**config.mk**
```make
export PLATFORM = sky130hd
export DESIGN_NAME = rsr_receiver
export DESIGN_NICKNAME = d
export VERILOG_FILES = /design/src/inc/rsr_pkg.sv /design/src/rsr_receiver.sv
export VERILOG_INCLUDE_DIRS = /design/src /design/src/inc
export SDC_FILE = /design/constraint.sdc
export NUM_CORES = 1
export LEC_CHECK = 0
export ABC_AREA = 0
export BUFFER_PORTS_ARGS = -buffer_cell sky130_fd_sc_hd__buf_4
export CELL_PAD_IN_SITES_DETAIL_PLACEMENT = 0
export CELL_PAD_IN_SITES_GLOBAL_PLACEMENT = 2
export CORE_ASPECT_RATIO = 0.7
export CORE_MARGIN = 4
export CORE_UTILIZATION = 38
export CTS_CLUSTER_DIAMETER = 150
export DETAILED_ROUTE_END_ITERATION = 7
export GPL_TIMING_DRIVEN = 0
export PLACE_DENSITY = 0.88
export SYNTH_ARGS = -nofsm -noshare
export SYNTH_HDL_FRONTEND = slang
export SYNTH_SLANG_ARGS = --single-unit
```
**constraint.sdc**
```tcl
create_clock -name sys_clk -period 7.9 [get_ports sys_clk]
set_clock_uncertainty 0.05 [all_clocks]
set_input_delay 2.37 -clock sys_clk [delete_from_list [all_inputs] [get_ports sys_clk]]
set_output_delay 2.37 -clock sys_clk [all_outputs]
set_load 0.02 [all_outputs]
```
**src/inc/rsr_defines.svh**
```systemverilog
// Constants for the radio serial receiver: register map, field
// positions, line codes and divider figures.
// Assumes a 32-bit AXI4-Lite register bus and one system clock.
`ifndef RSR_DEFINES_SVH
`define RSR_DEFINES_SVH

// Register byte addresses
`define RSR_ADDR_CTRL 12'h000
`define RSR_ADDR_BAUD 12'h004
`define RSR_ADDR_SYSCLK 12'h008
`define RSR_ADDR_STATUS 12'h00C
`define RSR_ADDR_RXDATA 12'h010
`define RSR_ADDR_W 12

// Control register fields
`define RSR_CTRL_RXEN 0
`define RSR_CTRL_TXEN 1
`define RSR_CTRL_CODEC 2
`define RSR_CTRL_CODE_LO 3
`define RSR_CTRL_CODE_HI 5
`define RSR_CTRL_START_LO 6
`define RSR_CTRL_START_HI 7
`define RSR_CTRL_BITCLK 8
`define RSR_CTRL_IRQ_LO 9
`define RSR_CTRL_IRQ_HI 11

// Baud register fields
`define RSR_BAUD_FINE_LO 0
`define RSR_BAUD_FINE_HI 3
`define RSR_BAUD_COARSE_LO 4
`define RSR_BAUD_COARSE_HI 5

// Status register fields
`define RSR_STAT_OVR 0
`define RSR_STAT_CNT_LO 1
`define RSR_STAT_CNT_HI 3
`define RSR_STAT_SYNC 4

// System clock register field
`define RSR_SYSCLK_EXT 0

// Line codes, start modes, interrupt sources
`define RSR_CODE_NRZ_LEVEL 3'h0
`define RSR_CODE_NRZ_MARK 3'h1
`define RSR_CODE_NRZ_SPACE 3'h2
`define RSR_CODE_MAN_LEVEL 3'h3
`define RSR_START_PATTERN 2'h2
`define RSR_START_VIOL 2'h1
`define RSR_IRQ_START 3'h1
`define RSR_IRQ_FULL 3'h4

// Coarse divider factors
`define RSR_COARSE_0 5'h01
`define RSR_COARSE_1 5'h04
`define RSR_COARSE_2 5'h08
`define RSR_COARSE_3 5'h10

// Oversampling: 16 ticks per symbol, sample at the middle
`define RSR_OS_MID 4'h7
`define RSR_FIFO_DEPTH 3'h4
`define RSR_RESP_OKAY 2'h0
`define RSR_RESP_SLVERR 2'h2

`endif

```
**src/inc/rsr_pkg.sv**
```systemverilog
// Types shared by the radio serial receiver.
// Constants live in rsr_defines.svh.
package rsr_pkg;
  typedef logic [7:0] rsr_byte_t;      // One received byte
  typedef logic [1:0] rsr_ptr_t;       // FIFO slot index
  typedef logic [2:0] rsr_count_t;     // FIFO fill level 0..4
  typedef logic [8:0] rsr_div_t;       // Divider product 1..256
  typedef logic [31:0] rsr_word_t;     // Bus data word
  typedef logic [1:0] rsr_resp_t;      // Bus response code
endpackage

```
**src/rsr_receiver.sv**
```systemverilog
// Receive path of a radio serial interface: baud generator, line
// decoder, start-sequence detector, four-byte FIFO, AXI4-Lite slave.
// Assumes pins arrive asynchronously and sys_clk runs at 125 MHz.
`include "rsr_defines.svh"

// What this block does
// Software enables receive, disables transmit first
// Symbol rate is clock over 16 times product
// Fine code 1100 with coarse 00 gives 13
// External clock selected is divided by two
// Bit clock select 0 uses internal generator
// Decoder applies NRZ mark or Manchester level
// Start from pattern pin or code violation
// Interrupt on start detect or FIFO full
// Four-byte FIFO, data read pops oldest
// Software reads four bytes per full interrupt
// Byte arriving at full FIFO sets overrun
// Start detection flushes the FIFO
// Data before first start is meaningless
// Software switches interrupt to FIFO full
// Software returns interrupt to start detect
// Software enables interrupt in system handler
// Manchester divider programmed for symbol rate
// Data and bit clock pins from transceiver
// Pattern pin from transceiver pattern output
// Manchester violation is start, aligns bytes
// Interrupt is a one-cycle pulse on condition
module rsr_receiver (
  // Clock and reset
  input wire logic sys_clk,
  input wire logic rst_n,
  // AXI4-Lite write address
  input wire logic [`RSR_ADDR_W-1:0] s_axi_awaddr,
  input wire logic s_axi_awvalid,
  output logic s_axi_awready,
  // AXI4-Lite write data
  input wire rsr_pkg::rsr_word_t s_axi_wdata,
  input wire logic [3:0] s_axi_wstrb,
  input wire logic s_axi_wvalid,
  output logic s_axi_wready,
  // AXI4-Lite write response
  output rsr_pkg::rsr_resp_t s_axi_bresp,
  output logic s_axi_bvalid,
  input wire logic s_axi_bready,
  // AXI4-Lite read address
  input wire logic [`RSR_ADDR_W-1:0] s_axi_araddr,
  input wire logic s_axi_arvalid,
  output logic s_axi_arready,
  // AXI4-Lite read data
  output rsr_pkg::rsr_word_t s_axi_rdata,
  output rsr_pkg::rsr_resp_t s_axi_rresp,
  output logic s_axi_rvalid,
  input wire logic s_axi_rready,
  // Transceiver pins
  input wire logic radio_rx_data_pin,
  input wire logic radio_bit_clock_pin,
  input wire logic radio_pattern_pin,
  input wire logic ext_clk_pin,
  // Receive interrupt request
  output logic rx_irq
);
  import rsr_pkg::*;

  // Configuration held by software
  logic rx_enable_bit, tx_enable_bit, codec_enable_bit;
  logic [2:0] line_code_field;
  logic [1:0] start_detect_mode;
  logic rx_bitclock_select;
  logic [2:0] rx_irq_source;
  logic [3:0] baud_fine_field;
  logic [1:0] baud_coarse_field;
  logic ext_clock_select;

  // Bus side state
  logic aw_held_q, w_held_q;
  logic [`RSR_ADDR_W-1:0] awaddr_q;
  rsr_word_t wdata_q;
  logic [3:0] wstrb_q;
  logic wr_fire, rd_fire, pop;

  // Pin synchronisers: first stage read only by the second
  logic [3:0] sync1_q, sync2_q, sync3_q;
  logic data_s, data_edge, bclk_rise, pat_rise, ext_rise;
  assign data_s = sync2_q[0];
  assign data_edge = sync2_q[0] ^ sync3_q[0];
  assign bclk_rise = sync2_q[1] & ~sync3_q[1];
  assign pat_rise = sync2_q[2] & ~sync3_q[2];
  assign ext_rise = sync2_q[3] & ~sync3_q[3];

  // Receive datapath state
  logic ext_half_q, base_tick;
  rsr_div_t presc_q, prod;
  logic [3:0] os_q;
  logic os_tick, sym_tick;
  logic prev_sym_q, half_q, phase_q;
  logic bit_valid, bit_val, viol, start_evt;
  rsr_byte_t shift_q;
  logic [2:0] bitcnt_q;
  logic byte_done;
  logic synced_q, rx_overrun_flag, full_q;

  // FIFO storage
  rsr_byte_t fifo_q [0:3];
  rsr_ptr_t wr_ptr_q, rd_ptr_q;
  rsr_count_t count_q;
  logic push;

  // Synchronise every pin through two flops, keep a third for edges
  always_ff @(posedge sys_clk or negedge rst_n) begin
    if (!rst_n) begin
      sync1_q <= 4'h0;
      sync2_q <= 4'h0;
      sync3_q <= 4'h0;
    end else begin
      sync1_q <= {ext_clk_pin, radio_pattern_pin, radio_bit_clock_pin,
                  radio_rx_data_pin};
      sync2_q <= sync1_q;
      sync3_q <= sync2_q;
    end
  end

  // External clock halved: every second rising edge is one base tick
  always_ff @(posedge sys_clk or negedge rst_n) begin
    if (!rst_n) begin
      ext_half_q <= 1'b0;
    end else if (ext_rise) begin
      ext_half_q <= ~ext_half_q;
    end
  end
  assign base_tick = ext_clock_select ? (ext_rise & ext_half_q)
                                      : 1'b1;

  // Divider product: fine code plus one times the coarse factor
  always_comb begin
    logic [4:0] coarse;
    coarse = `RSR_COARSE_0;
    case (baud_coarse_field)
      2'h0: coarse = `RSR_COARSE_0;
      2'h1: coarse = `RSR_COARSE_1;
      2'h2: coarse = `RSR_COARSE_2;
      default: coarse = `RSR_COARSE_3;
    endcase
    // Nine-bit arithmetic: the largest product, 16 x 16, needs all nine
    prod = (9'(baud_fine_field) + 9'h001) * 9'(coarse);
  end

  // Prescaler gives the 16x oversampling tick
  always_ff @(posedge sys_clk or negedge rst_n) begin
    if (!rst_n) begin
      presc_q <= 9'h000;
    end else if (!rx_enable_bit) begin
      presc_q <= 9'h000;
    end else if (base_tick) begin
      presc_q <= (presc_q >= prod - 9'h001) ? 9'h000
                                           : presc_q + 9'h001;
    end
  end
  assign os_tick = base_tick && (presc_q >= prod - 9'h001);

  // Oversample phase, realigned on every line edge so that the
  // symbol is taken mid-cell even with a drifting transmitter
  always_ff @(posedge sys_clk or negedge rst_n) begin
    if (!rst_n) begin
      os_q <= 4'h0;
    end else if (!rx_enable_bit || data_edge) begin
      os_q <= 4'h0;
    end else if (os_tick) begin
      os_q <= os_q + 4'h1;
    end
  end

  // Symbol strobe: internal generator or the transceiver bit clock
  assign sym_tick = rx_enable_bit &&
    (rx_bitclock_select ? bclk_rise
                        : (os_tick && os_q == `RSR_OS_MID));

  // Line decoder: turns symbols into bits, flags code violations
  always_comb begin
    bit_valid = 1'b0;
    bit_val = data_s;
    viol = 1'b0;
    if (sym_tick) begin
      if (!codec_enable_bit) begin
        bit_valid = 1'b1;
      end else begin
        case (line_code_field)
          `RSR_CODE_NRZ_MARK: begin
            bit_valid = 1'b1;
            bit_val = data_s ^ prev_sym_q;
          end
          `RSR_CODE_NRZ_SPACE: begin
            bit_valid = 1'b1;
            bit_val = ~(data_s ^ prev_sym_q);
          end
          `RSR_CODE_MAN_LEVEL: begin
            // Second half of a pair: 10 is one, 01 is zero
            if (phase_q) begin
              bit_valid = (half_q != data_s);
              bit_val = half_q;
              viol = (half_q == data_s);
            end
          end
          default: begin
            bit_valid = 1'b1;
          end
        endcase
      end
    end
  end

  // Symbol history and Manchester pair phase
  always_ff @(posedge sys_clk or negedge rst_n) begin
    if (!rst_n) begin
      prev_sym_q <= 1'b0;
      half_q <= 1'b0;
      phase_q <= 1'b0;
    end else if (!rx_enable_bit) begin
      phase_q <= 1'b0;
    end else if (sym_tick) begin
      prev_sym_q <= data_s;
      half_q <= data_s;
      // A violating pair restarts pairing at the next symbol
      phase_q <= viol ? 1'b0 : ~phase_q;
    end
  end

  // Start detection from the pattern pin or a code violation
  always_comb begin
    case (start_detect_mode)
      `RSR_START_PATTERN: start_evt = rx_enable_bit & pat_rise;
      `RSR_START_VIOL: start_evt = viol;
      default: start_evt = 1'b0;
    endcase
  end

  // Byte assembly, MSB first; start resets the byte boundary
  always_ff @(posedge sys_clk or negedge rst_n) begin
    if (!rst_n) begin
      shift_q <= 8'h00;
      bitcnt_q <= 3'h0;
    end else if (start_evt || !rx_enable_bit) begin
      shift_q <= 8'h00;
      bitcnt_q <= 3'h0;
    end else if (bit_valid) begin
      shift_q <= {shift_q[6:0], bit_val};
      bitcnt_q <= bitcnt_q + 3'h1;
    end
  end
  assign byte_done = bit_valid && !start_evt && bitcnt_q == 3'h7;

  // FIFO push and pop; a start flush beats both
  assign push = byte_done && count_q != `RSR_FIFO_DEPTH;
  assign pop = rd_fire && count_q != 3'h0 &&
               s_axi_araddr == `RSR_ADDR_RXDATA;
  always_ff @(posedge sys_clk or negedge rst_n) begin
    if (!rst_n) begin
      wr_ptr_q <= 2'h0;
      rd_ptr_q <= 2'h0;
      count_q <= 3'h0;
    end else if (start_evt) begin
      wr_ptr_q <= 2'h0;
      rd_ptr_q <= 2'h0;
      count_q <= 3'h0;
    end else begin
      if (push) begin
        wr_ptr_q <= wr_ptr_q + 2'h1;
      end
      if (pop) begin
        rd_ptr_q <= rd_ptr_q + 2'h1;
      end
      count_q <= count_q + 3'(push) - 3'(pop);
    end
  end

  // FIFO storage written at the write pointer
  always_ff @(posedge sys_clk) begin
    if (push) begin
      fifo_q[wr_ptr_q] <= {shift_q[6:0], bit_val};
    end
  end

  // Overrun and synced flags; hardware set beats software clear
  always_ff @(posedge sys_clk or negedge rst_n) begin
    if (!rst_n) begin
      rx_overrun_flag <= 1'b0;
      synced_q <= 1'b0;
    end else begin
      if (byte_done && count_q == `RSR_FIFO_DEPTH) begin
        rx_overrun_flag <= 1'b1;
      end else if (wr_fire && awaddr_q == `RSR_ADDR_STATUS &&
                   wstrb_q[0] && wdata_q[`RSR_STAT_OVR]) begin
        rx_overrun_flag <= 1'b0;
      end
      if (start_evt) begin
        synced_q <= 1'b1;
      end else if (!rx_enable_bit) begin
        synced_q <= 1'b0;
      end
    end
  end

  // Interrupt pulse when the chosen condition first holds
  always_ff @(posedge sys_clk or negedge rst_n) begin
    if (!rst_n) begin
      full_q <= 1'b0;
      rx_irq <= 1'b0;
    end else begin
      full_q <= (count_q == `RSR_FIFO_DEPTH);
      case (rx_irq_source)
        `RSR_IRQ_START: rx_irq <= start_evt;
        `RSR_IRQ_FULL: rx_irq <= (count_q == `RSR_FIFO_DEPTH) &&
                                 !full_q;
        default: rx_irq <= 1'b0;
      endcase
    end
  end

  // Write channel: address and data taken in either order
  assign wr_fire = aw_held_q && w_held_q && !s_axi_bvalid;
  always_ff @(posedge sys_clk or negedge rst_n) begin
    if (!rst_n) begin
      aw_held_q <= 1'b0;
      w_held_q <= 1'b0;
      awaddr_q <= '0;
      wdata_q <= '0;
      wstrb_q <= 4'h0;
      s_axi_awready <= 1'b0;
      s_axi_wready <= 1'b0;
      s_axi_bvalid <= 1'b0;
      s_axi_bresp <= `RSR_RESP_OKAY;
    end else begin
      s_axi_awready <= !aw_held_q && !(s_axi_awvalid && s_axi_awready);
      s_axi_wready <= !w_held_q && !(s_axi_wvalid && s_axi_wready);
      if (s_axi_awvalid && s_axi_awready) begin
        aw_held_q <= 1'b1;
        awaddr_q <= s_axi_awaddr;
      end
      if (s_axi_wvalid && s_axi_wready) begin
        w_held_q <= 1'b1;
        wdata_q <= s_axi_wdata;
        wstrb_q <= s_axi_wstrb;
      end
      if (wr_fire) begin
        s_axi_bvalid <= 1'b1;
        s_axi_bresp <= (awaddr_q <= `RSR_ADDR_RXDATA &&
                        awaddr_q[1:0] == 2'h0) ? `RSR_RESP_OKAY
                                               : `RSR_RESP_SLVERR;
      end else if (s_axi_bvalid && s_axi_bready) begin
        s_axi_bvalid <= 1'b0;
        aw_held_q <= 1'b0;
        w_held_q <= 1'b0;
      end
    end
  end

  // Configuration registers; control lane 1 is taken only when lane 0 is not strobed
  always_ff @(posedge sys_clk or negedge rst_n) begin
    if (!rst_n) begin
      {start_detect_mode, line_code_field, codec_enable_bit} <= '0;
      {tx_enable_bit, rx_enable_bit} <= 2'h0;
      {rx_irq_source, rx_bitclock_select} <= 4'h0;
      {baud_coarse_field, baud_fine_field} <= 6'h00;
      ext_clock_select <= 1'b0;
    end else if (wr_fire && wstrb_q[0]) begin
      if (awaddr_q == `RSR_ADDR_CTRL) begin
        rx_enable_bit <= wdata_q[`RSR_CTRL_RXEN];
        tx_enable_bit <= wdata_q[`RSR_CTRL_TXEN];
        codec_enable_bit <= wdata_q[`RSR_CTRL_CODEC];
        line_code_field <= wdata_q[`RSR_CTRL_CODE_HI:`RSR_CTRL_CODE_LO];
        start_detect_mode <=
          wdata_q[`RSR_CTRL_START_HI:`RSR_CTRL_START_LO];
      end
      if (awaddr_q == `RSR_ADDR_BAUD) begin
        baud_fine_field <= wdata_q[`RSR_BAUD_FINE_HI:`RSR_BAUD_FINE_LO];
        baud_coarse_field <=
          wdata_q[`RSR_BAUD_COARSE_HI:`RSR_BAUD_COARSE_LO];
      end
      if (awaddr_q == `RSR_ADDR_SYSCLK) begin
        ext_clock_select <= wdata_q[`RSR_SYSCLK_EXT];
      end
    end else if (wr_fire && wstrb_q[1] && awaddr_q == `RSR_ADDR_CTRL) begin
      rx_bitclock_select <= wdata_q[`RSR_CTRL_BITCLK];
      rx_irq_source <= wdata_q[`RSR_CTRL_IRQ_HI:`RSR_CTRL_IRQ_LO];
    end
  end

  // Read channel: one read in flight, answer one cycle after address
  assign rd_fire = s_axi_arvalid && s_axi_arready;
  always_ff @(posedge sys_clk or negedge rst_n) begin
    if (!rst_n) begin
      s_axi_arready <= 1'b0;
      s_axi_rvalid <= 1'b0;
      s_axi_rdata <= '0;
      s_axi_rresp <= `RSR_RESP_OKAY;
    end else if (rd_fire) begin
      s_axi_arready <= 1'b0;
      s_axi_rvalid <= 1'b1;
      s_axi_rresp <= `RSR_RESP_OKAY;
      s_axi_rdata <= '0;
      case (s_axi_araddr)
        `RSR_ADDR_CTRL: s_axi_rdata <= 32'({rx_irq_source,
          rx_bitclock_select, start_detect_mode, line_code_field,
          codec_enable_bit, tx_enable_bit, rx_enable_bit});
        `RSR_ADDR_BAUD: s_axi_rdata <=
          32'({baud_coarse_field, baud_fine_field});
        `RSR_ADDR_SYSCLK: s_axi_rdata <= 32'(ext_clock_select);
        `RSR_ADDR_STATUS: s_axi_rdata <=
          32'({synced_q, count_q, rx_overrun_flag});
        `RSR_ADDR_RXDATA: s_axi_rdata <= (count_q != 3'h0) ?
          32'(fifo_q[rd_ptr_q]) : 32'h0000_0000;
        default: s_axi_rresp <= `RSR_RESP_SLVERR;
      endcase
    end else if (s_axi_rvalid && s_axi_rready) begin
      s_axi_rvalid <= 1'b0;
      s_axi_arready <= 1'b1;
    end else begin
      s_axi_arready <= !s_axi_rvalid;
    end
  end
endmodule
```
# --- Word level (Yosys, flattened, before mapping) ---
# Memory sizes are Yosys's and may differ from the RTL's.
# Cells that the tools add are included.
word_totals:
  reg_bits: 137
  latchBits: 0
  ramBits: 32
  rom_bits: 0
  input_bits: 71
  out_inout_bits: 42
  wordCells: 203
  n_memories: 1
classes:
  addsub: 9
  multipliers: 1
  n_div: 0
  magnitude_cmp: 2
  n_eq_ne: 25
  shifts: 0
  muxes: 56
  bitwise_logic: 14
  reduce_logical: 55
mem_list:
  columns: ["name", "words", "word_bits", "rd", "rd_ports_with_merged_regs", "write_ports", "line", "source"]
  rows:
  - ["fifo_q", 4, 8, 1, 0, 1, "rsr_receiver.sv:103", "rsr_byte_t fifo_q [0:3];"]
op_table:
  columns: ["cell", "n"]
  rows:
  - ["$pmux 32 s5", 1]
  - ["$eq 12x4->1 const B", 4]
  - ["$mux 1", 34]
  - ["$mux 9", 3]
  - ["$logic_and 1x1->1", 26]
  - ["$eq 12x3->1 const B", 2]
  - ["$logic_not 12->1", 2]
  - ["$pmux 5 s3", 1]
  - ["$mux 7", 2]
  - ["$reduce_bool 2->1", 7]
  - ["$eq 12x5->1 const B", 1]
  - ["$le 12x5->1 const B", 1]
  - ["$mux 2", 6]
  - ["$reduce_and 2->1", 5]
  - ["$add 9x1->9 const B", 1]
  - ["$eq 3x3->1 const B", 3]
  - ["$ge 9x9->1", 1]
  - ["$logic_not 1->1", 9]
  - ["$mul 5x5->9", 1]
  - ["$mux 3", 3]
  - ["$sub 9x1->9 const B", 1]
  - ["$mux 4", 2]
  - ["$mux 8", 1]
  - ["$not 1->1", 7]
  - ["other kinds (23)", 38]

# --- Logic depth before layout (Yosys ltp) ---
# Gate-level depths: netlist of run 1.
depth:
  word_depth: 18
  mapped_depth: 30
  mapped_depth_nobuf: 30

# --- Worst setup path after synthesis of run 1 ---
# No wires, ideal clock.
synth_path:
  path_kind: "reg-to-reg"
  startpoint: "register baud_fine_field[0]"
  endpoint: "register count_q[2]"
  setup_ns: 0.119
  arrival_ns: 5.711
  required_time_ns: 7.731
  slack_ns: 2.020
  stages_incl_launch_ff: 31
  n_path_buf: 0
  period_less_slack_ns: 5.880
  path_cell_list: "dfrtp_1 -> ha_1 -> xor2_1 -> nand2_1 -> ha_1 -> inv_1 -> fa_1 -> inv_1 -> fa_1 -> inv_1 -> ha_1 -> inv_1 -> o21bai_1 -> a21o_1 -> a21oi_1 -> xnor2_1 -> ha_1 -> nand4_1 -> nor2_1 -> a211oi_4 -> a211oi_4 -> nor3b_2 -> inv_1 -> ha_1 -> inv_1 -> ha_1 -> inv_1 -> fa_1 -> xor2_1 -> xnor2_1 -> nor2_1"
synth_via:
  elab_chain_len: 17
synth_rtl:
  columns: ["element", "line", "source"]
  rows:
  - ["start, declared", "rsr_receiver.sv:70", "logic [3:0] baud_fine_field;"]
  - ["start signal, assigned", "rsr_receiver.sv:374", "baud_fine_field <= wdata_q[`RSR_BAUD_FINE_HI:`RSR_BAUD_FINE_LO];"]
  - ["$add 4x1->5 (*)", "rsr_receiver.sv:144", "prod = (9'(baud_fine_field) + 9'h001) * 9'(coarse);"]
  - ["$mul 5x5->9 (*)", "rsr_receiver.sv:144", null]
  - ["$sub 9x1->9 (*)", "rsr_receiver.sv:158", "assign os_tick = base_tick && (presc_q >= prod - 9'h001);"]
  - ["$ge 9x9->1 (*)", "rsr_receiver.sv:158", null]
  - ["$logic_and 1x1->1 (*)", "rsr_receiver.sv:158", null]
  - ["$logic_and 1x1->1 (no source line) (*)", null, null]
  - ["$mux 1 (*)", "rsr_receiver.sv:174", "(rx_bitclock_select ? bclk_rise"]
  - ["$logic_and 1x1->1 (*)", "rsr_receiver.sv:173", "assign sym_tick = rx_enable_bit &&"]
  - ["$mux 1", "rsr_receiver.sv:182", "if (sym_tick) begin"]
  - ["$pmux 1 s2", "rsr_receiver.sv:229", "case (start_detect_mode)"]
  - ["$logic_not 1->1", "rsr_receiver.sv:249", "assign byte_done = bit_valid && !start_evt && bitcnt_q == 3'h7;"]
  - ["$logic_and 1x1->1 (2 in a row)", "rsr_receiver.sv:249", null]
  - ["$logic_and 1x1->1 (no source line)", null, null]
  - ["$add 3x1->3", "rsr_receiver.sv:271", "count_q <= count_q + 3'(push) - 3'(pop);"]
  - ["$sub 3x1->3", "rsr_receiver.sv:271", null]
  - ["$mux 3 (*)", "rsr_receiver.sv:260", "end else if (start_evt) begin"]
  - ["end signal, assigned", "rsr_receiver.sv:271", null]
  - ["end, declared", "rsr_receiver.sv:105", "rsr_count_t count_q;"]
# Every way passes the cells marked *; elsewhere a longest branch is shown, timed or not.
# A chain may end at the register's enable or synchronous reset.

# --- Final worst setup path of run 1 ---
layout_path:
  startpoint: "register baud_coarse_field[1]"
  endpoint: "register count_q[2]"
layout_via:
  elab_chain_len: 18
layout_rtl:
  columns: ["element", "line", "source"]
  rows:
  - ["start, declared", "rsr_receiver.sv:71", "logic [1:0] baud_coarse_field;"]
  - ["start signal, assigned", "rsr_receiver.sv:375", "baud_coarse_field <="]
  - ["$eq 2x2->1 (tied with other cells)", "rsr_receiver.sv:137", "case (baud_coarse_field)"]
  - ["$pmux 5 s3 (*)", "rsr_receiver.sv:137", null]
  - ["$mul 5x5->9 (*)", "rsr_receiver.sv:144", null]
  - ["$sub 9x1->9 (*)", "rsr_receiver.sv:158", null]
  - ["$ge 9x9->1 (*)", "rsr_receiver.sv:158", null]
  - ["$logic_and 1x1->1 (*)", "rsr_receiver.sv:158", null]
  - ["$logic_and 1x1->1 (no source line) (*)", null, null]
  - ["$mux 1 (*)", "rsr_receiver.sv:174", null]
  - ["$logic_and 1x1->1 (*)", "rsr_receiver.sv:173", null]
  - ["$mux 1", "rsr_receiver.sv:182", null]
  - ["$pmux 1 s2", "rsr_receiver.sv:229", null]
  - ["$logic_not 1->1", "rsr_receiver.sv:249", null]
  - ["$logic_and 1x1->1 (2 in a row)", "rsr_receiver.sv:249", null]
  - ["$logic_and 1x1->1 (no source line)", null, null]
  - ["$add 3x1->3", "rsr_receiver.sv:271", null]
  - ["$sub 3x1->3", "rsr_receiver.sv:271", null]
  - ["$mux 3 (*)", "rsr_receiver.sv:260", null]
# Marks and branches as above.

==> flow_results.org, run 1 <==
** Clocking
- H-tree lvl count :: 4
- CTS buffer count :: 17
- After clock tree synthesis, the clock-pin slew on the worst setup and hold paths is 0.07 ns.
- CTS Hold Bufs :: 0
- At the later pin of the worst-skew pair, clock insertion delay measures 0.42 ns.
- Clock sink total :: 147
- Counting along the longest clock path gives a buffer depth of 2.
- Post-CTS Setup Bufs :: 0
- In this run the clock root is driven by a clkbuf_16.
- In this run, post-CTS repair resized a total of 0 instances.
- TritonCTS built the clock tree.

** Place
- Summed over all nets, the half-perimeter wirelength after detailed placement is 12100 um.
- During placement, the flow inserted port buffers numbering 68.
- Global placer's final weighted congestion :: 0.775

** Setup path
- Of all nets on the critical path, the largest fanout is 10.
- The number of buffers and inverters on the critical path is 6.
- The worst setup path is captured at a register.
- For this run, the slowest stage of the critical path takes 0.54 ns.
- Classification of the worst setup path :: reg2reg
- Number of cells traversed by the worst register-to-register path :: 29
- Grouping stages by cell kind, the critical path spends the most delay in adder cells.
- Critical-path top delay cell :: fa_1
- Required time at the worst-slack endpoint :: 8.15 ns
- Kind of start point of the critical path :: register
- Endpoint of the worst-slack reg-to-reg timing path :: count_q[2]$_DFF_PN0_
- Worst reg2reg startpoint :: baud_coarse_field[1]$_DFFE_PN0P_
- FF-to-FF setup slack :: 1.24 ns
- Arrival time worst endpoint :: 6.91 ns

** Final layout
- Most used cells in the layout excluding fill and tap cells :: dfrtp_1 (115), buf_4 (90), mux2_2 (48)
- Area added between synthesis and finish :: 20.6%
- Total Nets Final :: 849
- The layout has 1715 filler cells.
- Leading cell type in the layout, fill and taps excluded :: dfrtp_1
- In the final layout, the share of cells above drive strength 1 is 26.3%.
- Final antenna diode count :: 0

** Timing
- Hold slack final :: 0.299 ns
- After layout, the worst path uses 84.3% of the clock period.
- Worst slew margin relative to its limit :: 39.9%
- Based on the critical path, the design can be clocked at up to 150 MHz.
- Setup TNS :: 0 ns
- The number of hold violations in the final report was 0.
- Unrepaired setup endpoints after global routing :: no
- Tightest Pin Transition :: 0.894 ns
- Setup violations remaining at the end of the flow were counted as 0.
- The worst path in the final design needs a cycle of 6.66 ns, including I/O delays and setup.
- The max-slew violation count came to 0.

** Route
- DRT antenna net count :: 0
- Detailed routing placed a total of 543 um of wire on met3.
- First-iteration detailed-routing DRC count :: 302
- DRC Markers :: 0
- Count of vias placed by the detailed router :: 4916
- The pre-antenna-repair detailed-routing pass consisted of 4 iterations.
- The final layout contains routed wiring with a total length of 15800 um.
- Drt via density :: 4.89
- Routed length per instance :: 15.7 um
- Summed over all nets, wire length on met2 after detailed routing comes to 7400 um.
- In this run the top signal layer used is met4.
- Met1 Routed Length :: 7690 um

** Power and ir drop
- Part of the power in the clock network :: 38.4%
- IR analysis of the VDD net gives a maximum drop of 0.119 mV.
- Cell area power density :: 232 nW/um2
- Summed over all nets, the switching power comes to 0.588 mW.
- Part of the power in registers :: 45.1%
- Of the total power, combinational logic draws 16.5%.
- Leakage component of the power :: 3.86 nW
- The internal power of the cells totals 1.48 mW.
- Switching part of the total power :: 28.4%

** Yosys
- Sequential fraction of the synthesis area :: 51.8%
- The Yosys step of the flow raised 0 warnings.
- Post-synth EDFFs :: 32
- Mean cell area of the mapped netlist :: 11.9 um2
- Counting flops with an async set or reset pin after synthesis yields a share of 78.2%.
- The mapped netlist covers 7410 um2.
- Distinct cell type count after synthesis :: 57
- Post-Synthesis Cells :: 620
- Register bit total from synthesis :: 147
- In the synthesized netlist the dominant register cell turns out to be dfrtp_1.

** Floorplan
- In this run the count of I/O pins placed on the die edge is 113.
- Core area :: 19000 um2
- Die width :: 175 um
- Die Area :: 21800 um2
- For this configuration, the core starts out at a cell density of 38.9%.
- After floorplanning, the core was divided into 42 placement rows.
- From bottom edge to top edge, the die measures 125 um.

** Hold path
- The path with the worst hold slack has its endpoint at sync2_q[0]$_DFF_PN0_.
- The path class of the tightest hold or removal check is reg2reg.
- Startpoint of the lowest-slack hold path :: sync1_q[0]$_DFF_PN0_
- WHS Path Cells :: 0

** Global routing
- Leftover overflow at the end of global routing :: 0
- The number of global-route vias before repair was 4975.
- The first global-routing pass estimated 25700 um of wire.
- Entering global routing, the biggest net connects 59 pins.
- Overall routing resource usage :: 14.6%
- The initial antenna violation count was 0.

** Run
- Max-cap violations in this run came to 0.

** Outcome
- Status :: finished clean
==> registers in the layout (all words and copies together), names as in the netlist, 4 cells and up <==
| name | count |
|---|---|
| sync3_q | 4 |
| s_axi_rdata | 12 |
| os_q | 4 |
| wdata_q | 12 |
| awaddr_q | 12 |
| shift_q | 7 |
| sync2_q | 4 |
| presc_q | 9 |
| baud_fine_field | 4 |
| fifo_q | 32 |
| sync1_q | 4 |
==> power groups by stage <==
stage	clock network [mW]	registers (mW)	logic, mW
after floorplan	0	0.940	0.229
after global placement	0	0.942	0.327
after detailed placement	0	0.950	0.343
after CTS	0.807	0.935	0.345
after global routing	0.843	0.946	0.377
final	0.796	0.935	0.341
==> worst max path at each step <==
stage	start	end	slack (ns)	depth (start not counted)
global route	baud_coarse_field[0]$_DFFE_PN0P_	count_q[2]$_DFF_PN0_	0.71	29
global placement	baud_coarse_field[1]$_DFFE_PN0P_	count_q[2]$_DFF_PN0_	1.34	29
floorplan	baud_fine_field[0]$_DFFE_PN0P_	count_q[2]$_DFF_PN0_	2.02	30
detailed placement	baud_coarse_field[1]$_DFFE_PN0P_	count_q[2]$_DFF_PN0_	1.22	29
CTS	baud_coarse_field[1]$_DFFE_PN0P_	count_q[2]$_DFF_PN0_	1.19	29
finish	baud_coarse_field[1]$_DFFE_PN0P_	count_q[2]$_DFF_PN0_	1.24	29
==> stage by stage <==
step           std cells  power [mW]  setup slack, ns  util, %  instance area (um2)
2_1_floorplan        641        1.17             2.02        -                 7490
3_3_place_gp         973        1.27             1.34     43.8                 8330
3_5_place_dp         974        1.29             1.22     43.9                 8360
4_1_cts             1006        2.09             1.19     47.0                 8940
5_1_grt             1006        2.17            0.714     47.0                 8940
6_report            1006        2.07             1.24     47.0                 8940
==> per-layer routing <==
metal,vias to the layer above,track usage [%]
li1,2362,-
met3,13,3.37
met1,2461,21.0
met4,0,3.09
met2,80,22.9
met5,-,0
==> kinds of logic after synthesis <==
family                   after synthesis  synth area share (%)
AO/OA/AOI/OAI                         83                  8.09
XOR/XNOR                              25                  2.96
adder cells (fa/ha/maj)               49                  9.09
buffers and inverters                 82                  5.64
flip-flops                           147                  51.8
multiplexers                          68                  11.5
other                                  1                0.0506
AND/OR/NAND/NOR                      165                  10.8
==> cell type report <==
cell class,count,area (um2),share of cell area [%]
flip-flops and latches,147,3840,43.0
multi-input cells,412,3230,36.1
repair buffers,69,538,6.02
clock buffers,18,439,4.91
well taps,264,330,3.70
plain buffers,38,253,2.83
inverters,44,165,1.85
clock inverters,14,143,1.60
==> cells in the mapped netlist, types with 7 or more instances <==
cell / instances / area (um2)
fa_1: 8 / 160
nand2_1: 45 / 169
mux2i_1: 11 / 110
nand3_1: 15 / 75.1
nor3_1: 11 / 55.1
mux4_2: 9 / 203
xnor2_1: 18 / 158
xor2_1: 7 / 61.3
nor2b_1: 7 / 43.8
a21oi_1: 22 / 110
inv_1: 44 / 165
ha_1: 41 / 513
buf_4: 22 / 165
dfrtp_1: 115 / 2880
nor2_1: 45 / 169
edfxtp_1: 32 / 961
mux2_2: 48 / 541
o21ai_0: 21 / 105
==> worst reg2reg max path: cells and delay by family (launching register included) <==
family	cells	cell delay, ns
adder cells (fa/ha/maj)	8	2.69
AO/OA/AOI/OAI	6	1.24
AND/OR/NAND/NOR	6	1.11
buffers and inverters	6	0.70
XOR/XNOR	3	0.39
flip-flops	1	0.37
Note: power is estimated with default switching activity, not from simulation.
==> run 2, diff against run 1 <==
- CORE_UTILIZATION: 38 -> 34
- PLACE_DENSITY: 0.88 -> 0.83
- clock period: 7.9 -> 5.4 ns (I/O delays scaled with it)
==> run 2 against run 1 <==
Critical endpoint unchanged. Sequential share of layout area down 1.7 points. Worst setup slack lost 1.8 ns. Largest power group unchanged. The flow now finishes with violations (setup timing). Total power is 49% higher. Sequential power rose by 47%. First-iteration DRC count down 21%. Utilization shrank 2.8 points. Routed wire length grew 2.8%. Combinational power up 53%.
==> flow_results.org, run 2 (synthesis gave the netlist of run 1 again) <==
** Clocking
- The clock tree root driver cell is clkbuf_16 (unchanged).
- TritonCTS clock tree :: yes (unchanged)
- H-tree lvl count :: 4 (unchanged)
- Reg clk slew, reported paths :: 0.07 ns (about the same)
- Clock sink total :: 147 (unchanged)
- The number of buffers created by CTS came to 17 (unchanged).
- The number of buffers between clock root and the deepest sink is 2 (unchanged).
- Clock network latency to the later pin of the worst-skew pair :: 0.42 ns (about the same)

** Route
- DRC Markers :: 0 (unchanged)
- The total detailed-routing wirelength was 16200 um (was 15800 um).
- The number of search-and-repair iterations in the first detailed-routing pass is 5 (was 4).
- First-iteration detailed-routing DRC count :: 240 (was 302)
- The number of nets with antenna violations after routing was 0 (unchanged).
- Routed length per instance :: 15.7 um (about the same)
- The total vias in the final route came to 4952 (was 4916).
- The mean number of vias per cell is 4.80 (was 4.89).

** Setup path
- The stage delay of the slowest cell on the critical path was 0.49 ns (was 0.54 ns).
- The path depth of the worst reg2reg path was 30 (was 29).
- The cell with the largest stage delay on the worst path is fa_1 (unchanged).
- Arrival time worst endpoint :: 6.20 ns (was 6.91 ns)
- Worst reg2reg startpoint :: baud_fine_field[0]$_DFFE_PN0P_ (was baud_coarse_field[1]$_DFFE_PN0P_)
- Kind of start point of the critical path :: register (unchanged)
- The critical path start-end classification is reg2reg (unchanged).
- The maximum fanout encountered on the critical timing path was 4 (was 10).
- The required time at the worst-slack endpoint is 5.66 ns (was 8.15 ns).
- The worst-case register-to-register setup slack was -0.55 ns (was 1.24 ns).
- Endpoint of the worst-slack reg-to-reg timing path :: count_q[2]$_DFF_PN0_ (unchanged)
- Critical Path Sink Type :: register (unchanged)

** Hold path
- The hold-critical path endpoint was sync2_q[0]$_DFF_PN0_ (unchanged).
- Tightest Hold Check Type :: reg2reg (unchanged)
- WHS Path Cells :: 0 (unchanged)
- The start point of the worst hold path was sync1_q[0]$_DFF_PN0_ (unchanged).

** Final layout
- Top register by number of flip-flops :: fifo_q (unchanged)
- The flip-flop count of the largest register after layout came to 32 (unchanged).
- Leading cell type in the layout, fill and taps excluded :: dfrtp_1 (unchanged)
- The fraction of the core area covered by cells at the end of the flow was 44.2% (was 47.0%).
- Final antenna diode count :: 0 (unchanged)
- Most used cells in the layout excluding fill and tap cells :: dfrtp_1 (112), buf_4 (104), mux2_2 (48) (was dfrtp_1 (115), buf_4 (90), mux2_2 (48))
- The final cell count without fillers came to 1032 (was 1006).
- The number of nets in the finished design was 863 (was 849).
- The share of layout cells above drive strength 1 was 33.6% (was 26.3%).
- Area added between synthesis and finish :: 25.7% (was 20.6%)

** Global routing
- The number of global-route vias before repair came to 4994 (was 4975).
- Leftover overflow at the end of global routing :: 0 (unchanged)
- The initial antenna violation count was 0 (unchanged).
- Overall routing resource usage :: 13.5% (was 14.6%)
- Pin count of the biggest net entering global routing :: 88 (was 59)
- Wire length of the first global-routing pass :: 26300 um (was 25700 um)

** Timing
- Hold Fails Final Rpt :: 0 (unchanged)
- Final-report setup violation count :: 2 (was 0)
- Setup TNS :: -0.953 ns (was 0 ns)
- Final Max Tran Viols :: 0 (unchanged)
- The normalized max-slew margin was 39.7% (was 39.9%).
- The transition at the pin with the smallest max-transition slack came to 0.896 ns (was 0.894 ns).
- Unrepaired setup endpoints after global routing: yes (was no).
- Final period demand of the worst path :: 5.95 ns (was 6.66 ns)
- The final worst-path setup slack came to -0.546 ns (was 1.24 ns).
- Maximum clock frequency :: 168 MHz (was 150 MHz)
- Crit share post-route :: 110% (was 84.3%)

** Floorplan
- The area of the die was 24300 um2 (was 21800 um2).
- Overall die height :: 132 um (was 125 um)
- The placeable core region was 21100 um2 (was 19000 um2).
- Effective utilization at floorplan :: 35.1% (was 38.9%)
- The number of standard-cell rows in the floorplan came to 44 (was 42).
- The boundary pin count was 113 (unchanged).
- Die width :: 184 um (was 175 um)

** Place
- Cells after DPL :: 986 (was 974)
- Global placer's final weighted congestion :: 0.809 (was 0.775)
- The minimum setup slack after placement came to -0.834 ns (was 1.22 ns).
- Input/output buffers :: 68 (unchanged)
- The HPWL reported at the end of detailed placement was 11800 um (was 12100 um).

** Run
- The number of max-cap violations is 0 (unchanged).

** Power and ir drop
- Leakage component of the power :: 3.99 nW (was 3.86 nW)
- The power density over cell area is 331 nW/um2 (was 232 nW/um2).
- Peak ir drop on the vdd network :: 0.227 mV (was 0.119 mV)

** Outcome
- Status :: complete, but fails checks (was finished clean)
- The checks that failed: setup timing.
[run 2: cell types whose count changed in the layout (fill, tap and decap cells not counted), sizes merged]
| cell | previous run | this run |
|---|---|---|
| buf | 102 | 115 |
| bufinv | 1 | 0 |
| clkinv | 4 | 6 |
| clkinvlp | 2 | 1 |
| inv | 51 | 52 |
[run 2: worst max path at each step]
stage                                                start              endpoint  depth (start not counted)
after floorplan             baud_fine_field[0]$_DFFE_PN0P_  count_q[2]$_DFF_PN0_                         30
after global placement    baud_coarse_field[1]$_DFFE_PN0P_  count_q[2]$_DFF_PN0_                         29
after detailed placement    baud_fine_field[1]$_DFFE_PN0P_  count_q[2]$_DFF_PN0_                         29
after CTS                   baud_fine_field[0]$_DFFE_PN0P_  count_q[2]$_DFF_PN0_                         30
after global routing        baud_fine_field[0]$_DFFE_PN0P_  count_q[2]$_DFF_PN0_                         30
final                       baud_fine_field[0]$_DFFE_PN0P_  count_q[2]$_DFF_PN0_                         30
[run 2: routing by layer]
| layer | global-route usage [%] | part of all wire [%] |
|---|---|---|
| met1 | 19.8 | 49 |
| met2 | 20.7 | 46 |
| met3 | 3.23 | 4.3 |
| met4 | 2.67 | 0.73 |
| met5 | 0 | 0 |
[run 2: critical path: cells and delay by family, from the launching register on]
family / cells / cell delay [ns]
adder cells (fa/ha/maj): 9 / 2.78
AO/OA/AOI/OAI: 4 / 0.84
AND/OR/NAND/NOR: 5 / 0.62
buffers and inverters: 8 / 0.45
flip-flops: 1 / 0.45
XOR/XNOR: 4 / 0.64
[run 2: report_power, final]
group          switching (mW)  internal (mW)
Clock                   0.556          0.628
Sequential              0.105           1.27
Combinational           0.268          0.254
Total                   0.929           2.15
[run 2: area by class of cell]
cell class	instances	area, um2
Inverter	44	168
Clock buffer	17	425
Buffer	37	262
Multi-Input combinational cell	412	3440
Fill cell	1946	11800
Sequential cell	147	3840
Clock inverter	15	178
Timing Repair Buffer	84	654
Tap cell	276	345
[run 2: repair_timing]
item                                    4_1_cts  5_1_grt
gates cloned                                  0        0
hold buffers                                  0        0
pin swaps                                    19       21
gates resized for setup                      12       23
endpoints found under the setup margin       52       54
buffers inserted                             14        1
[run 2: per-stage QoR]
stage | power, mW | hold WS, ns | area [um2]
floorplan | 1.72 | 0.281 | 7570
global placement | 1.88 | 0.287 | 8420
detailed placement | 1.90 | 0.286 | 8450
CTS | 3.11 | 0.302 | 9220
global route | 3.23 | 0.307 | 9320
finish | 3.08 | 0.299 | 9320
==> run 3, diff against run 2 <==
- ABC_AREA: 0 -> 1
- CORE_UTILIZATION: 34 -> 25
- PLACE_DENSITY: 0.83 -> 0.7
==> run 3 against run 2 <==
The flow still finishes with violations (setup timing). Cell area is 2.9% higher. Utilization is 11 points lower. Hold slack hardly changed. Synthesized cell count is 33% higher. Global-route usage is 1.5 points lower. Via count is 13% higher. Critical path depth is 3 higher. Combinational power is 72% higher. Die area is 36% higher. Sequential share of layout area is 1.2 points lower.
==> flow_results.org, run 3 <==
** Floorplan
- The overall die height was 153 um (was 132 um).
- The boundary pin count is 113 (unchanged).
- Core area :: 29300 um2 (was 21100 um2)
- The die outline width came to 216 um (was 184 um).
- Number of core rows :: 52 (was 44)
- The area of the die was 33100 um2 (was 24300 um2).
- Effective utilization at floorplan :: 25.8% (was 35.1%)

** Setup path
- The maximum fanout encountered on the critical timing path came to 4 (unchanged).
- The required time at the worst-slack endpoint came to 5.70 ns (was 5.66 ns).
- The worst-case register-to-register setup slack was -0.11 ns (was -0.55 ns).
- The endpoint kind of the worst setup timing path is a register (unchanged).
- Kind of start point of the critical path :: register (unchanged)
- Largest stage delay, worst path :: 0.51 ns (was 0.49 ns)
- The critical path start-end classification is reg2reg (unchanged).
- Arrival time worst endpoint :: 5.81 ns (was 6.20 ns)
- Crit-path most repeated cell :: ha_4
- The cell with the largest stage delay on the worst path was fa_1 (unchanged).

** Global routing
- Pin count of the biggest net entering global routing :: 86 (was 88)
- The total overflow reported by the global router came to 0 (unchanged).
- The total track usage is 12.0% (was 13.5%).
- The first-pass GRT wire length came to 31200 um (was 26300 um).
- The number of global-route vias before repair came to 5537 (was 4994).
- Antenna violations before repair :: 0 (unchanged)

** Yosys
- Proportion of netlist area held by the largest area contributor :: 38.2% (was 38.8%)
- Register bit total from synthesis :: 147 (unchanged)
- Main area contributors after synthesis :: dfrtp_1 (38%), edfxtp_1 (13%), nand2_1 (7.8%) (was dfrtp_1 (39%), edfxtp_1 (13%), mux2_2 (7.3%))
- Share of synthesized registers carrying an async set or reset :: 78.2% (unchanged)
- The library cell occupying the most area in the post-synthesis netlist is dfrtp_1 (unchanged).
- The most common cell in the netlist is nand2_1 (was dfrtp_1).
- The number of library cell types mapped by synthesis came to 51 (was 57).
- The post-synthesis cell count is 824 (was 620).
- Netlist area before placement :: 7540 um2 (was 7410 um2)
- Top cells by count, synth: nand2_1 (157), inv_1 (118), dfrtp_1 (115) (was dfrtp_1 (115), mux2_2 (48), nand2_1 (45), nor2_1 (45), inv_1 (44)).
- The number of enable flip-flop cells after synthesis was 32 (unchanged).
- Mean cell area of the mapped netlist :: 9.15 um2 (was 11.9 um2)
- Number of warnings reported in the yosys synthesis log :: 0 (unchanged)
- Most instantiated flip-flop cell in the synthesis netlist :: dfrtp_1 (unchanged)
- Sequential fraction of the synthesis area :: 50.9% (was 51.8%)

** Place
- Pre-CTS setup slack :: -0.538 ns (was -0.834 ns)
- Cells after DPL :: 1292 (was 986)
- Half-perimeter wire length after placement :: 14400 um (was 11800 um)
- The placed cell area was 8710 um2 (was 8450 um2).
- Global placer's final weighted congestion :: 0.738 (was 0.809)
- Input/output buffers :: 68 (unchanged)

** Route
- The average detailed-routed wire length per instance is 14.4 um (was 15.7 um).
- First-iteration detailed-routing DRC count :: 309 (was 240)
- First-pass detailed-route iteration total :: 5 (unchanged)
- The number of nets with antenna violations after routing is 0 (unchanged).
- Count of vias placed by the detailed router :: 5610 (was 4952)
- Final WL :: 19300 um (was 16200 um)
- Drt via density :: 4.18 (was 4.80)
- The count of unresolved DRC violations after routing was 0 (unchanged).

** Final layout
- The flip-flop count of the largest register after layout came to 32 (unchanged).
- Total Nets Final :: 1072 (was 863)
- Final core occ :: 32.8% (was 44.2%)
- The final cell count without fillers was 1343 (was 1032).
- Final antenna diode count :: 0 (unchanged)
- Layout cells sized above 1 :: 22.1% (was 33.6%)
- The final instance area is 9590 um2 (was 9320 um2).
- Most used cells in the layout excluding fill and tap cells: nand2_1 (154), inv_1 (111), dfrtp_1 (111) (was dfrtp_1 (112), buf_4 (104), mux2_2 (48)).
- Leading cell type in the layout, fill and taps excluded :: nand2_1 (was dfrtp_1)
- The filler cell count in the final layout was 3066 (was 1946).
- The synthesis-to-layout area growth came to 27.2% (was 25.7%).
- The register ranked first by flip-flop count is fifo_q (unchanged).

** Clocking
- The number of sinks on the clock net was 147 (unchanged).
- The number of buffers created by CTS came to 17 (unchanged).
- The clock network latency to the later pin of the worst-skew pair was 0.43 ns (was 0.42 ns).
- The TritonCTS clock tree is yes (unchanged).
- Reg clk slew, reported paths :: 0.06 ns (was 0.07 ns)
- The clock tree root driver cell is clkbuf_16 (unchanged).
- The total number of H-tree levels came to 4 (unchanged).
- The number of buffers between clock root and the deepest sink was 2 (unchanged).

** Power and ir drop
- Overall power :: 3.44 mW (was 3.08 mW)
- Cell area power density :: 359 nW/um2 (was 331 nW/um2)
- Peak ir drop on the vdd network :: 0.245 mV (was 0.227 mV)
- The standby leakage power is 4.30 nW (was 3.99 nW).

** Timing
- Hold slack final :: 0.300 ns (was 0.299 ns)
- The final-report setup violation count came to 2 (unchanged).
- Final period demand of the worst path :: 5.51 ns (was 5.95 ns)
- Hold Fails Final Rpt :: 0 (unchanged)
- The normalized max-slew margin is 19.7% (was 39.7%).
- The achievable frequency came to 181 MHz (was 168 MHz).
- The max-slew violation count is 0 (unchanged).
- Unrepaired setup endpoints after global routing: yes (unchanged).
- The transition at the pin with the smallest max-transition slack is 1.19 ns (was 0.896 ns).
- Setup TNS :: -0.214 ns (was -0.953 ns)
- Crit share post-route :: 102% (was 110%)
- The final worst-path setup slack was -0.110 ns (was -0.546 ns).

** Outcome
- Failing checks: setup timing (unchanged).
- Status: complete, but fails checks (unchanged).

** Hold path
- The worst hold-check path type was reg2reg (unchanged).

** Run
- The number of max-cap violations was 0 (unchanged).
run 3: changes by cell type in the layout (fill, tap and decap cells not counted), moves of 8 or more:
cell and delta:
nand4_1 +8, mux2i_1 -10, nor2_1 +19, a21oi_1 +12, xnor2_1 -11, nand2_1 +110, nand3_1 +26, o22ai_1 +8
o21ai_0 +40, mux4_2 -9, mux2_2 -48, inv_1 +74
run 3: logic make-up after synthesis:
family	count (synthesis)	share of synthesized area, %
AO/OA/AOI/OAI	134	10.1
XOR/XNOR	16	1.86
adder cells (fa/ha/maj)	49	8.93
buffers and inverters	164	9.49
flip-flops	147	50.9
multiplexers	1	0.133
other	1	0.0497
AND/OR/NAND/NOR	312	18.5
run 3: metal layers:
| layer | up-vias | part of all wire, % | global-route usage [%] | routed length (um) |
|---|---|---|---|---|
| met5 | - | 0 | 0 | 0 |
| met4 | 0 | 0.84 | 2.73 | 163 |
| met3 | 10 | 4.2 | 2.90 | 816 |
| met2 | 118 | 39 | 15.7 | 7580 |
| met1 | 2582 | 56 | 19.5 | 10800 |
| li1 | 2900 | - | - | - |
run 3: final cells by class:
| type | instances | area (um2) | share of cell area, % |
|---|---|---|---|
| flip-flops and latches | 147 | 3840 | 40.1 |
| multi-input cells | 534 | 3270 | 34.1 |
| repair buffers | 88 | 697 | 7.27 |
| clock buffers | 22 | 495 | 5.17 |
| inverters | 126 | 480 | 5.01 |
| well taps | 378 | 473 | 4.93 |
| plain buffers | 38 | 241 | 2.52 |
| clock inverters | 10 | 90.1 | 0.939 |
run 3: worst paths after layout:
path | end | start | cells after the start
setup / recovery | count_q[1]$_DFF_PN0_ | baud_fine_field[1]$_DFFE_PN0P_ | 33
hold / removal | sync2_q[3]$_DFF_PN0_ | sync1_q[3]$_DFF_PN0_ | 0
setup reg to reg | count_q[1]$_DFF_PN0_ | baud_fine_field[1]$_DFFE_PN0P_ | 33
hold reg to reg | sync2_q[3]$_DFF_PN0_ | sync1_q[3]$_DFF_PN0_ | 0
max in group asynchronous | baud_fine_field[1]$_DFFE_PN0P_ | rst_n | 2
min in group asynchronous | bitcnt_q[0]$_DFFE_PN0P_ | rst_n | 1
run 3: worst max-delay path: cells and delay by family, from the launching register on:
family | cells | cell delay, ns
AOI/OAI and AO/OA | 3 | 0.34
buffers and inverters | 5 | 0.20
xor gates and xnor gates | 2 | 0.31
adders and majority gates | 9 | 2.81
DFF | 1 | 0.44
and+or+nand+nor | 14 | 1.30
run 3: what timing repair did:
action                                  4_1_cts  5_1_grt
pin swaps                                    32       19
resized for setup                            28        9
buffers inserted                             11        8
endpoints found under the setup margin       35       37
hold buffers                                  0        0
run 3: where the power goes:
group | switching (mW) | internal, mW | total, mW
combinational | 0.559 | 0.343 | 0.902
sequential | 0.0860 | 1.28 | 1.36
clock | 0.511 | 0.664 | 1.17
